$ cat src/hw/pos_pkg.sv
/*
 * Constants, command codes, field layouts and state type for the turn-on
 * sequencer with power-good supervision and turn-on timeout handling.
 * Assumes a 250 MHz ref_clk and a host that writes settings by command code.
 */
// Contract
// - Assert power-good at assert-level threshold
// - Below negate level: drop power-good, set status
// - Wait programmed milliseconds before raising output
// - Ramp output over programmed rise milliseconds
// - Timeout fault if undervoltage limit unreached
// - Zero timeout limit disables the timeout
// - Response 00 ignores fault, keeps running
// - Response 01 runs for delay, then retries
// - Response 10 disables output, then retry setting
// - Response 11 holds output off until cleared
// - Retry code 000 never restarts
// - Codes 001 to 011 allow 1-3 attempts
// - Attempts spaced by delay count times unit
// - Codes 100-110 allow 4-6, 111 unlimited
// - Delay code n selects 2^n time units
// - Time unit is the output-voltage fault unit
package pos_pkg;

   // ==========================================================================
   // Command codes
   localparam logic [7:0] CMD_PG_ASSERT  = 8'h5e;
   localparam logic [7:0] CMD_PG_NEGATE  = 8'h5f;
   localparam logic [7:0] CMD_WAIT_TIME  = 8'h60;
   localparam logic [7:0] CMD_RAMP_TIME  = 8'h61;
   localparam logic [7:0] CMD_TMO_LIMIT  = 8'h62;
   localparam logic [7:0] CMD_TMO_ACTION = 8'h63;

   // ==========================================================================
   // Reset values of the settings
   localparam logic [15:0] RST_PG_ASSERT  = 16'h0000;
   localparam logic [15:0] RST_PG_NEGATE  = 16'h0000;
   localparam logic [15:0] RST_WAIT_TIME  = 16'h0000;
   localparam logic [15:0] RST_RAMP_TIME  = 16'h0000;
   localparam logic [15:0] RST_TMO_LIMIT  = 16'h0000;
   localparam logic [7:0]  RST_TMO_ACTION = 8'h00;

   // ==========================================================================
   // Timeout action fields and codes
   localparam int          RESP_HI       = 7;
   localparam int          RESP_LO       = 6;
   localparam int          RETRY_HI      = 5;
   localparam int          RETRY_LO      = 3;
   localparam int          DLY_HI        = 2;
   localparam int          DLY_LO        = 0;
   localparam logic [1:0]  RESP_IGNORE   = 2'h0;
   localparam logic [1:0]  RESP_RUN      = 2'h1;
   localparam logic [1:0]  RESP_DISABLE  = 2'h2;
   localparam logic [1:0]  RESP_LATCH    = 2'h3;
   localparam logic [2:0]  RETRY_NONE    = 3'h0;
   localparam logic [2:0]  RETRY_FOREVER = 3'h7;

   // ==========================================================================
   // Timing
   localparam int unsigned MS_NS     = 1_000_000;          // One millisecond in ns
   localparam int unsigned CLK_NS    = 4;                  // ref_clk period in ns
   localparam int unsigned MS_CYCLES = MS_NS / CLK_NS;     // Cycles per ms
   localparam int unsigned TW        = 24;                 // Timer width in bits

   // ==========================================================================
   // Sequencer states
   typedef enum logic [2:0] {
      ST_OFF,
      ST_DELAY,
      ST_RISE,
      ST_ON,
      ST_RUN_FAULT,
      ST_RETRY_WAIT,
      ST_LATCHED
   } pos_state_e;

endpackage : pos_pkg

$ cat src/hw/pos_ms_timer.sv
/*
 * Millisecond down-timer with its own prescaler; one-cycle expiry pulse.
 * Assumes load is a one-cycle request; a load restarts any running count.
 */
`timescale 1ns/10ps
module pos_ms_timer #(
   parameter int unsigned CYC_PER_MS = pos_pkg::MS_CYCLES,
   parameter int unsigned TW         = pos_pkg::TW
) (
   // Clock and reset
   input  wire logic          ref_clk,
   input  wire logic          rst,
   // Control
   input  wire logic          load,
   input  wire logic [TW-1:0] load_ms,
   // Status
   output logic               expired_q
);
   import pos_pkg::*;

   localparam int unsigned PW = $clog2(CYC_PER_MS + 1);

   logic [PW-1:0] pre_q;
   logic [TW-1:0] ms_q;
   logic          armed_q;

   // ==========================================================================
   // Prescaled count; zero ms expires on the next cycle
   always_ff @(posedge ref_clk) begin
      if (rst) begin
         pre_q     <= '0;
         ms_q      <= '0;
         armed_q   <= 1'b0;
         expired_q <= 1'b0;
      end else if (load) begin
         pre_q     <= PW'(CYC_PER_MS - 1);
         ms_q      <= load_ms;
         armed_q   <= 1'b1;
         expired_q <= 1'b0;
      end else begin
         expired_q <= 1'b0;
         if (armed_q) begin
            if (ms_q == '0) begin
               expired_q <= 1'b1;
               armed_q   <= 1'b0;
            end else if (pre_q == '0) begin
               pre_q <= PW'(CYC_PER_MS - 1);
               ms_q  <= ms_q - 1'b1;
            end else begin
               pre_q <= pre_q - 1'b1;
            end
         end
      end
   end

endmodule : pos_ms_timer

$ cat src/hw/pos_cmd_regs.sv
/*
 * Settings registers written and read by command code.
 * Assumes one-cycle write and read strobes; unknown codes read as zero.
 */
`timescale 1ns/10ps
module pos_cmd_regs (
   // Clock and reset
   input  wire logic        ref_clk,
   input  wire logic        rst,
   // Command port
   input  wire logic        cmd_wr,
   input  wire logic        cmd_rd,
   input  wire logic [7:0]  cmd_code,
   input  wire logic [15:0] cmd_wdata,
   output logic [15:0]      rd_data_q,
   output logic             rd_valid_q,
   // Settings
   output logic [15:0]      pg_assert_q,
   output logic [15:0]      pg_negate_q,
   output logic [15:0]      wait_time_q,
   output logic [15:0]      ramp_time_q,
   output logic [15:0]      tmo_limit_q,
   output logic [7:0]       tmo_action_q
);
   import pos_pkg::*;

   // ==========================================================================
   // Register writes
   always_ff @(posedge ref_clk) begin
      if (rst) begin
         pg_assert_q  <= RST_PG_ASSERT;
         pg_negate_q  <= RST_PG_NEGATE;
         wait_time_q  <= RST_WAIT_TIME;
         ramp_time_q  <= RST_RAMP_TIME;
         tmo_limit_q  <= RST_TMO_LIMIT;
         tmo_action_q <= RST_TMO_ACTION;
      end else if (cmd_wr) begin
         case (cmd_code)
            CMD_PG_ASSERT:  pg_assert_q  <= cmd_wdata;
            CMD_PG_NEGATE:  pg_negate_q  <= cmd_wdata;
            CMD_WAIT_TIME:  wait_time_q  <= cmd_wdata;
            CMD_RAMP_TIME:  ramp_time_q  <= cmd_wdata;
            CMD_TMO_LIMIT:  tmo_limit_q  <= cmd_wdata;
            CMD_TMO_ACTION: tmo_action_q <= cmd_wdata[7:0];
            default: ;
         endcase
      end
   end

   // ==========================================================================
   // Registered read-back
   always_ff @(posedge ref_clk) begin
      if (rst) begin
         rd_data_q  <= 16'h0000;
         rd_valid_q <= 1'b0;
      end else begin
         rd_valid_q <= cmd_rd;
         if (cmd_rd) begin
            case (cmd_code)
               CMD_PG_ASSERT:  rd_data_q <= pg_assert_q;
               CMD_PG_NEGATE:  rd_data_q <= pg_negate_q;
               CMD_WAIT_TIME:  rd_data_q <= wait_time_q;
               CMD_RAMP_TIME:  rd_data_q <= ramp_time_q;
               CMD_TMO_LIMIT:  rd_data_q <= tmo_limit_q;
               CMD_TMO_ACTION: rd_data_q <= {8'h00, tmo_action_q};
               default:        rd_data_q <= 16'h0000;
            endcase
         end
      end
   end

endmodule : pos_cmd_regs

$ cat src/hw/pos_seq_top.sv
/*
 * Turn-on sequencer: wait time, ramp, power-good supervision, turn-on
 * timeout with ignore, run-then-retry, disable-and-retry and latch-off.
 * Assumes vout_level and uv_fault_limit share the output-voltage coding and
 * that all inputs are synchronous to ref_clk.
 */
`timescale 1ns/10ps
module pos_seq_top #(
   parameter int unsigned CYC_PER_MS = pos_pkg::MS_CYCLES
) (
   // Clock and reset
   input  wire logic        ref_clk,
   input  wire logic        rst,
   // Command port
   input  wire logic        cmd_wr,
   input  wire logic        cmd_rd,
   input  wire logic [7:0]  cmd_code,
   input  wire logic [15:0] cmd_wdata,
   output logic [15:0]      rd_data_q,
   output logic             rd_valid_q,
   // Control and measurement
   input  wire logic        turn_on_req,
   input  wire logic [15:0] vout_level,
   input  wire logic [15:0] uv_fault_limit,
   input  wire logic [15:0] vout_fault_unit_ms,
   input  wire logic        pg_pin_enable,
   input  wire logic        clear_faults,
   input  wire logic        clear_fault_bit,
   // Status outputs
   output logic             output_enable_q,
   output logic             ramp_active_q,
   output logic             output_ok_signal_q,
   output logic             pg_status_q,
   output logic             ton_fault_q,
   output logic [2:0]       attempts_q
);
   import pos_pkg::*;

   // ==========================================================================
   // Declarations
   logic [15:0]   pg_assert;
   logic [15:0]   pg_negate;
   logic [15:0]   wait_time;
   logic [15:0]   ramp_time;
   logic [15:0]   tmo_limit;
   logic [7:0]    tmo_action;
   logic [1:0]    resp;
   logic [2:0]    retry_code;
   logic [2:0]    dly_code;
   pos_state_e    state_q;
   pos_state_e    state_d;
   logic          seq_load;
   logic [TW-1:0] seq_val;
   logic          seq_done;
   logic          tmo_load;
   logic          tmo_done;
   logic          tmo_live_q;
   logic          reached;
   logic          fault_evt;
   logic          fault_clr;
   logic          att_inc;
   logic          on_d;

   // ==========================================================================
   // Helper functions
   // Delay code n counts 2^n time units
   function automatic logic [TW-1:0] unit_delay(input logic [15:0] unit_ms, input logic [2:0] code);
      unit_delay = TW'(unit_ms) << code;
   endfunction : unit_delay

   // Restart if attempts remain, otherwise stay off
   function automatic pos_state_e retry_pick(input logic [2:0] code, input logic [2:0] done_cnt);
      if (code == RETRY_NONE) begin
         retry_pick = ST_LATCHED;
      end else if (code == RETRY_FOREVER) begin
         retry_pick = ST_RETRY_WAIT;
      end else if (done_cnt < code) begin
         retry_pick = ST_RETRY_WAIT;
      end else begin
         retry_pick = ST_LATCHED;
      end
   endfunction : retry_pick

   // ==========================================================================
   // Settings registers
   pos_cmd_regs u_regs (
      .ref_clk      (ref_clk),
      .rst          (rst),
      .cmd_wr       (cmd_wr),
      .cmd_rd       (cmd_rd),
      .cmd_code     (cmd_code),
      .cmd_wdata    (cmd_wdata),
      .rd_data_q    (rd_data_q),
      .rd_valid_q   (rd_valid_q),
      .pg_assert_q  (pg_assert),
      .pg_negate_q  (pg_negate),
      .wait_time_q  (wait_time),
      .ramp_time_q  (ramp_time),
      .tmo_limit_q  (tmo_limit),
      .tmo_action_q (tmo_action)
   );

   // Field extraction
   assign resp       = tmo_action[RESP_HI:RESP_LO];
   assign retry_code = tmo_action[RETRY_HI:RETRY_LO];
   assign dly_code   = tmo_action[DLY_HI:DLY_LO];

   // ==========================================================================
   // Timers: sequence phases and turn-on timeout
   pos_ms_timer #(.CYC_PER_MS(CYC_PER_MS), .TW(TW)) u_seq_tmr (
      .ref_clk   (ref_clk),
      .rst       (rst),
      .load      (seq_load),
      .load_ms   (seq_val),
      .expired_q (seq_done)
   );

   pos_ms_timer #(.CYC_PER_MS(CYC_PER_MS), .TW(TW)) u_tmo_tmr (
      .ref_clk   (ref_clk),
      .rst       (rst),
      .load      (tmo_load),
      .load_ms   (TW'(tmo_limit)),
      .expired_q (tmo_done)
   );

   // Fault detection and clearing
   assign reached   = (vout_level >= uv_fault_limit);
   assign fault_evt = tmo_done && tmo_live_q && !reached;
   assign fault_clr = clear_faults || clear_fault_bit || !turn_on_req;

   // ==========================================================================
   // Next state and timer loads
   always_comb begin
      state_d  = state_q;
      seq_load = 1'b0;
      seq_val  = '0;
      tmo_load = 1'b0;
      unique case (state_q)
         ST_OFF: begin
            if (turn_on_req) state_d = ST_DELAY;
         end
         ST_DELAY: begin
            if (seq_done) state_d = ST_RISE;
         end
         ST_RISE: begin
            if (seq_done) state_d = ST_ON;
         end
         ST_ON: ;
         ST_RUN_FAULT: begin
            if (seq_done) state_d = reached ? ST_ON : retry_pick(retry_code, attempts_q);
         end
         ST_RETRY_WAIT: begin
            if (seq_done) state_d = ST_DELAY;
         end
         ST_LATCHED: begin
            if (!ton_fault_q) state_d = ST_OFF;
         end
      endcase
      // Timeout response while starting or running
      if (fault_evt && (state_q == ST_DELAY || state_q == ST_RISE || state_q == ST_ON)) begin
         unique case (resp)
            RESP_IGNORE:  state_d = state_q;
            RESP_RUN:     state_d = ST_RUN_FAULT;
            RESP_DISABLE: state_d = retry_pick(retry_code, attempts_q);
            RESP_LATCH:   state_d = ST_LATCHED;
         endcase
      end
      // Commanded off wins over everything
      if (!turn_on_req) state_d = ST_OFF;
      // Timer loads on entry to each timed state
      if (state_d != state_q) begin
         unique case (state_d)
            ST_DELAY: begin
               seq_load = 1'b1;
               seq_val  = TW'(wait_time);
               tmo_load = 1'b1;
            end
            ST_RISE: begin
               seq_load = 1'b1;
               seq_val  = TW'(ramp_time);
            end
            ST_RUN_FAULT, ST_RETRY_WAIT: begin
               seq_load = 1'b1;
               seq_val  = unit_delay(vout_fault_unit_ms, dly_code);
            end
            default: ;
         endcase
      end
   end

   // Retry counting and output enable
   assign att_inc = (state_d == ST_RETRY_WAIT) && (state_q != ST_RETRY_WAIT);
   assign on_d    = (state_d == ST_RISE) || (state_d == ST_ON) || (state_d == ST_RUN_FAULT);

   // ==========================================================================
   // State register
   always_ff @(posedge ref_clk) begin
      if (rst) state_q <= ST_OFF;
      else     state_q <= state_d;
   end

   // Sequencer outputs
   always_ff @(posedge ref_clk) begin
      if (rst) begin
         output_enable_q <= 1'b0;
         ramp_active_q   <= 1'b0;
      end else begin
         output_enable_q <= on_d;
         ramp_active_q   <= (state_d == ST_RISE);
      end
   end

   // Timeout armed only for a nonzero limit until the level is reached
   always_ff @(posedge ref_clk) begin
      if (rst) begin
         tmo_live_q <= 1'b0;
      end else if (tmo_load) begin
         tmo_live_q <= (tmo_limit != 16'h0000);
      end else if (reached || fault_evt || !turn_on_req) begin
         tmo_live_q <= 1'b0;
      end
   end

   // Sticky timeout fault; set wins over clear
   always_ff @(posedge ref_clk) begin
      if (rst) begin
         ton_fault_q <= 1'b0;
      end else if (fault_evt) begin
         ton_fault_q <= 1'b1;
      end else if (fault_clr) begin
         ton_fault_q <= 1'b0;
      end
   end

   // Attempt counter, restored on clear
   always_ff @(posedge ref_clk) begin
      if (rst) begin
         attempts_q <= 3'h0;
      end else if (att_inc) begin
         if (fault_clr)                     attempts_q <= 3'h1;
         else if (attempts_q != RETRY_FOREVER) attempts_q <= attempts_q + 1'b1;
      end else if (fault_clr) begin
         attempts_q <= 3'h0;
      end
   end

   // ==========================================================================
   // Power-good pin and status bit
   always_ff @(posedge ref_clk) begin
      if (rst) begin
         output_ok_signal_q <= 1'b0;
      end else if (!pg_pin_enable || !output_enable_q || vout_level < pg_negate) begin
         output_ok_signal_q <= 1'b0;
      end else if (vout_level >= pg_assert) begin
         output_ok_signal_q <= 1'b1;
      end
   end

   always_ff @(posedge ref_clk) begin
      if (rst) begin
         pg_status_q <= 1'b0;
      end else if (output_enable_q && vout_level < pg_negate) begin
         pg_status_q <= 1'b1;
      end else if (clear_faults || clear_fault_bit) begin
         pg_status_q <= 1'b0;
      end
   end
endmodule : pos_seq_top

$ cat config.mk
export PLATFORM = sky130hd
export DESIGN_NAME = pos_seq_top
export DESIGN_NICKNAME = d
export VERILOG_FILES = /design/src/hw/pos_pkg.sv /design/src/hw/pos_ms_timer.sv /design/src/hw/pos_cmd_regs.sv /design/src/hw/pos_seq_top.sv
export SDC_FILE = /design/constraint.sdc
export NUM_CORES = 1
export LEC_CHECK = 0
export ABC_CLOCK_PERIOD_IN_PS = 5500
export BUFFER_PORTS_ARGS = -buffer_cell sky130_fd_sc_hd__buf_4
export CORE_UTILIZATION = 30
export DETAILED_ROUTE_END_ITERATION = 7
export GPL_TIMING_DRIVEN = 0
export PLACE_DENSITY = 0.46
export SYNTH_ARGS = -nofsm -noshare
export SYNTH_HDL_FRONTEND = slang
export SYNTH_HIERARCHICAL = 1
export SYNTH_SLANG_ARGS = --single-unit
$ cat constraint.sdc
create_clock -name ref_clk -period 5.5 [get_ports ref_clk]
set_input_delay 1.1 -clock ref_clk [delete_from_list [all_inputs] [get_ports ref_clk]]
set_output_delay 1.1 -clock ref_clk [all_outputs]
set_load 0.1 [all_outputs]
==> results.cfg <==
[synthesis]
synth_area_um2 = 12700
synth_area_leader_cell = dfxtp_1
synth_common_cells = 210 x nand2_1, 205 x dfxtp_1, 125 x a21oi_1
ys_seq_elements = 205
yosysSeqAreaShare_pct = 32.4
synth_cell_types = 83
synthMostInstantiatedCell = nand2_1
postSynthAreaPerCell_um2 = 8.09
yosys-top-cells-area = dfxtp_1 32%, nand2_1 6.2%, ha_1 5.6%, mux2i_1 5.3%, a21oi_1 4.9%
synth_top_area_share_pct = 32.4
yosys_most_used_dff = dfxtp_1
synth.yosys.warnings = 6
syn_inst = 1564
synthArstFlopShare_pct = 0
synth_edf_count = 0

[place]
io_buffers = 101
post-dp-hpwl_mm = 33.8
place_congestion = 0.851
placed_area_um2 = 14100
dp_slack_ns = -0.0986

[die]
initial_core_util_pct = 30.7
dieArea_um2 = 43000
core-area_um2 = 41200
chipHeight_um = 207
rows = 74
ios = 105
die_w_um = 207

[worst_setup_path]
start_kind = input port
cp_cell_sequence = buf_4 > inv_1 > ha_1 > nand2b_1 > a2111o_1 > a32o_2 > or2_1 > buf_6 > nor4_1 > nor2_1 > or3_1 > nand3_2 > buf_2 > inv_2 > clkbuf_1 > a21oi_1 > a31oi_1
path_buf_inv = 6
cp_top_family = compound AO/OA/AOI/OAI gates
slowest_stage = a21oi_1
critPathMaxFanout = 10
slowest_delay_ns = 0.65
endpoint_kind = flop
crit_required_ns = 5.90
crit_type = in -> reg
cp_data_arrival_time_ns = 5.37

[sta]
slew_viol_final = 0
finalHoldViolCount = 0
worstMarginPinSlew_ns = 1.10
max_freq_ghz = 0.201
setup_slack_ns = 0.530
setup_viol = 0
holdWs_ns = 0.448
finalCritPeriodShare_pct = 90.4
skew_ns = 0.0286
layout_min_cycle_time_ns = 4.97
maxSlewHeadroom_pct = 25.9
grt_setup_unrepaired = no
tns_ns = 0

[global_routing]
grt_pass1_vias = 11875
overflow = 0
grt_max_degree = 14
grtUsageTotal_pct = 20.3
antenna_found_initial = 1
grt_pass1_wl_mm = 69.8

[routing]
wl_mm = 44.8
avgViaCountPerCell = 5.51
first_pass_iters = 6
postRouteAntennaNets = 0
drt_iter0_drc = 761
vias = 12419
drc_errors = 0
wl_per_cell_um = 19.9

[clocking]
cts-buffers-inserted = 27
clkTransAtPathRegs_ns = 0.06
cts-hold-fix-buffers = 0
clk_latency_ns = 0.56
cts_tree = done
cts.repair.resized = 0
htree_num_levels = 1
cts_root_buf = clkbuf_16
cts.sink_count = 205
postCtsSetupBuffers = 0
clockBufferDepth = 3

[pwr]
switchingPower_mw = 1.45
cellPowerDensity_nw_per_um2 = 298
internal-power_mw = 3.03
irDropWorstVdd_uv = 156
p_clk_share_pct = 40.9
p_leak_nw = 5.31
swShare_pct = 32.4
seq_power_share_pct = 37.0
pwr-share-comb_pct = 22.1

[layout]
finalNetCount = 1840
drive_gt1_share_pct = 13.5
n_antenna_cell = 0
area_delta_synth_final_pct = 18.7
final_area_um2 = 15000
utilization_pct = 36.5
fillers = 4319

[min_path]
min_path_type = reg -> reg

[flow_run]
cap_violations = 0

[outcome]
status = completed
## worst min-delay path, cell delays in order (launching register included)
cell	delay, ns
dfxtp_1	0.31
nand2_1	0.05
o21ai_1	0.05
## metrics by stage
| step | power [mW] | std cells |
|---|---|---|
| 2_1_floorplan | 2.33 | 1572 |
| 3_3_place_gp | 2.67 | 2205 |
| 3_5_place_dp | 2.67 | 2206 |
| 4_1_cts | 4.53 | 2253 |
| 5_1_grt | 4.70 | 2253 |
| 6_report | 4.48 | 2253 |
## cell type report
cell class,instances,area [µm²],share of cell area [%]
Multi-Input combinational cell,1190,7810,52.0
Sequential cell,205,4100,27.3
Clock buffer,37,773,5.15
Timing Repair Buffer,102,768,5.11
Tap cell,532,666,4.43
Buffer,102,492,3.27
Inverter,75,282,1.87
Clock inverter,10,131,0.874
## state kept, by name, indices dropped and copies added (netlist names), 3 cells and up
name and flops:
u_regs/tmo_limit_q 16, u_seq_tmr/ms_q 24, state_q 3, u_regs/tmo_action_q 8, u_tmo_tmr/ms_q 24, u_regs/ramp_time_q 16
u_tmo_tmr/pre_q 18, u_seq_tmr/pre_q 18, u_regs/wait_time_q 16, attempts_q 3, u_regs/pg_negate_q 16, u_regs/pg_assert_q 16
u_regs/rd_data_q 16
## placed cells by master (no fill, tap or decap), types with 20 or more instances in the layout
cell type and n:
nand3_1 30, inv_1 72, a311oi_1 38, nor4_1 20
clkbuf_16 27, ha_1 57, dfxtp_1 205, o31ai_1 36
nor2_1 116, nand2_1 210, a21oi_1 125, clkbuf_1 70
or3_1 39, or4_1 58, o21ai_0 50, mux2i_1 67
buf_4 105
## worst paths after layout
kind / cells after the start / slack [ns] / startpoint / end
worst max-delay path: 17 / 0.53 / vout_level[0] / u_seq_tmr/pre_q[7]
worst min-delay path: 2 / 0.45 / u_regs/rd_data_q[1] / u_regs/rd_data_q[1]
worst max register to register: 15 / 1.17 / u_regs/tmo_action_q[5] / u_seq_tmr/pre_q[7]
worst min register to register: 2 / 0.45 / u_regs/rd_data_q[1] / u_regs/rd_data_q[1]
## power groups by stage
stage                     Clock, mW  Sequential, mW  Combinational, mW
after detailed placement          0            1.69              0.988
after global placement            0            1.68              0.981
after global routing           1.94            1.67               1.10
after floorplan                   0            1.68              0.652
after CTS                      1.88            1.65              0.993
final                          1.83            1.66              0.991
## per-layer routing
metal	vias up	share of wire, %	track usage [%]
met1	5933	46	27.2
li1	6116	-	-
met2	306	47	33.8
met5	-	0	0
met3	64	4.1	2.13
met4	0	3.1	7.26
## kinds of logic after synthesis
family                   synth area share, %
buffers and inverters                   6.11
adder cells (fa/ha/maj)                 5.64
AND/OR/NAND/NOR                         25.3
other                                 0.0296
flip-flops                              32.4
multiplexers                            7.08
AO/OA/AOI/OAI                           22.7
XOR/XNOR                               0.692
No activity file was read; power rests on OpenSTA's default activity.
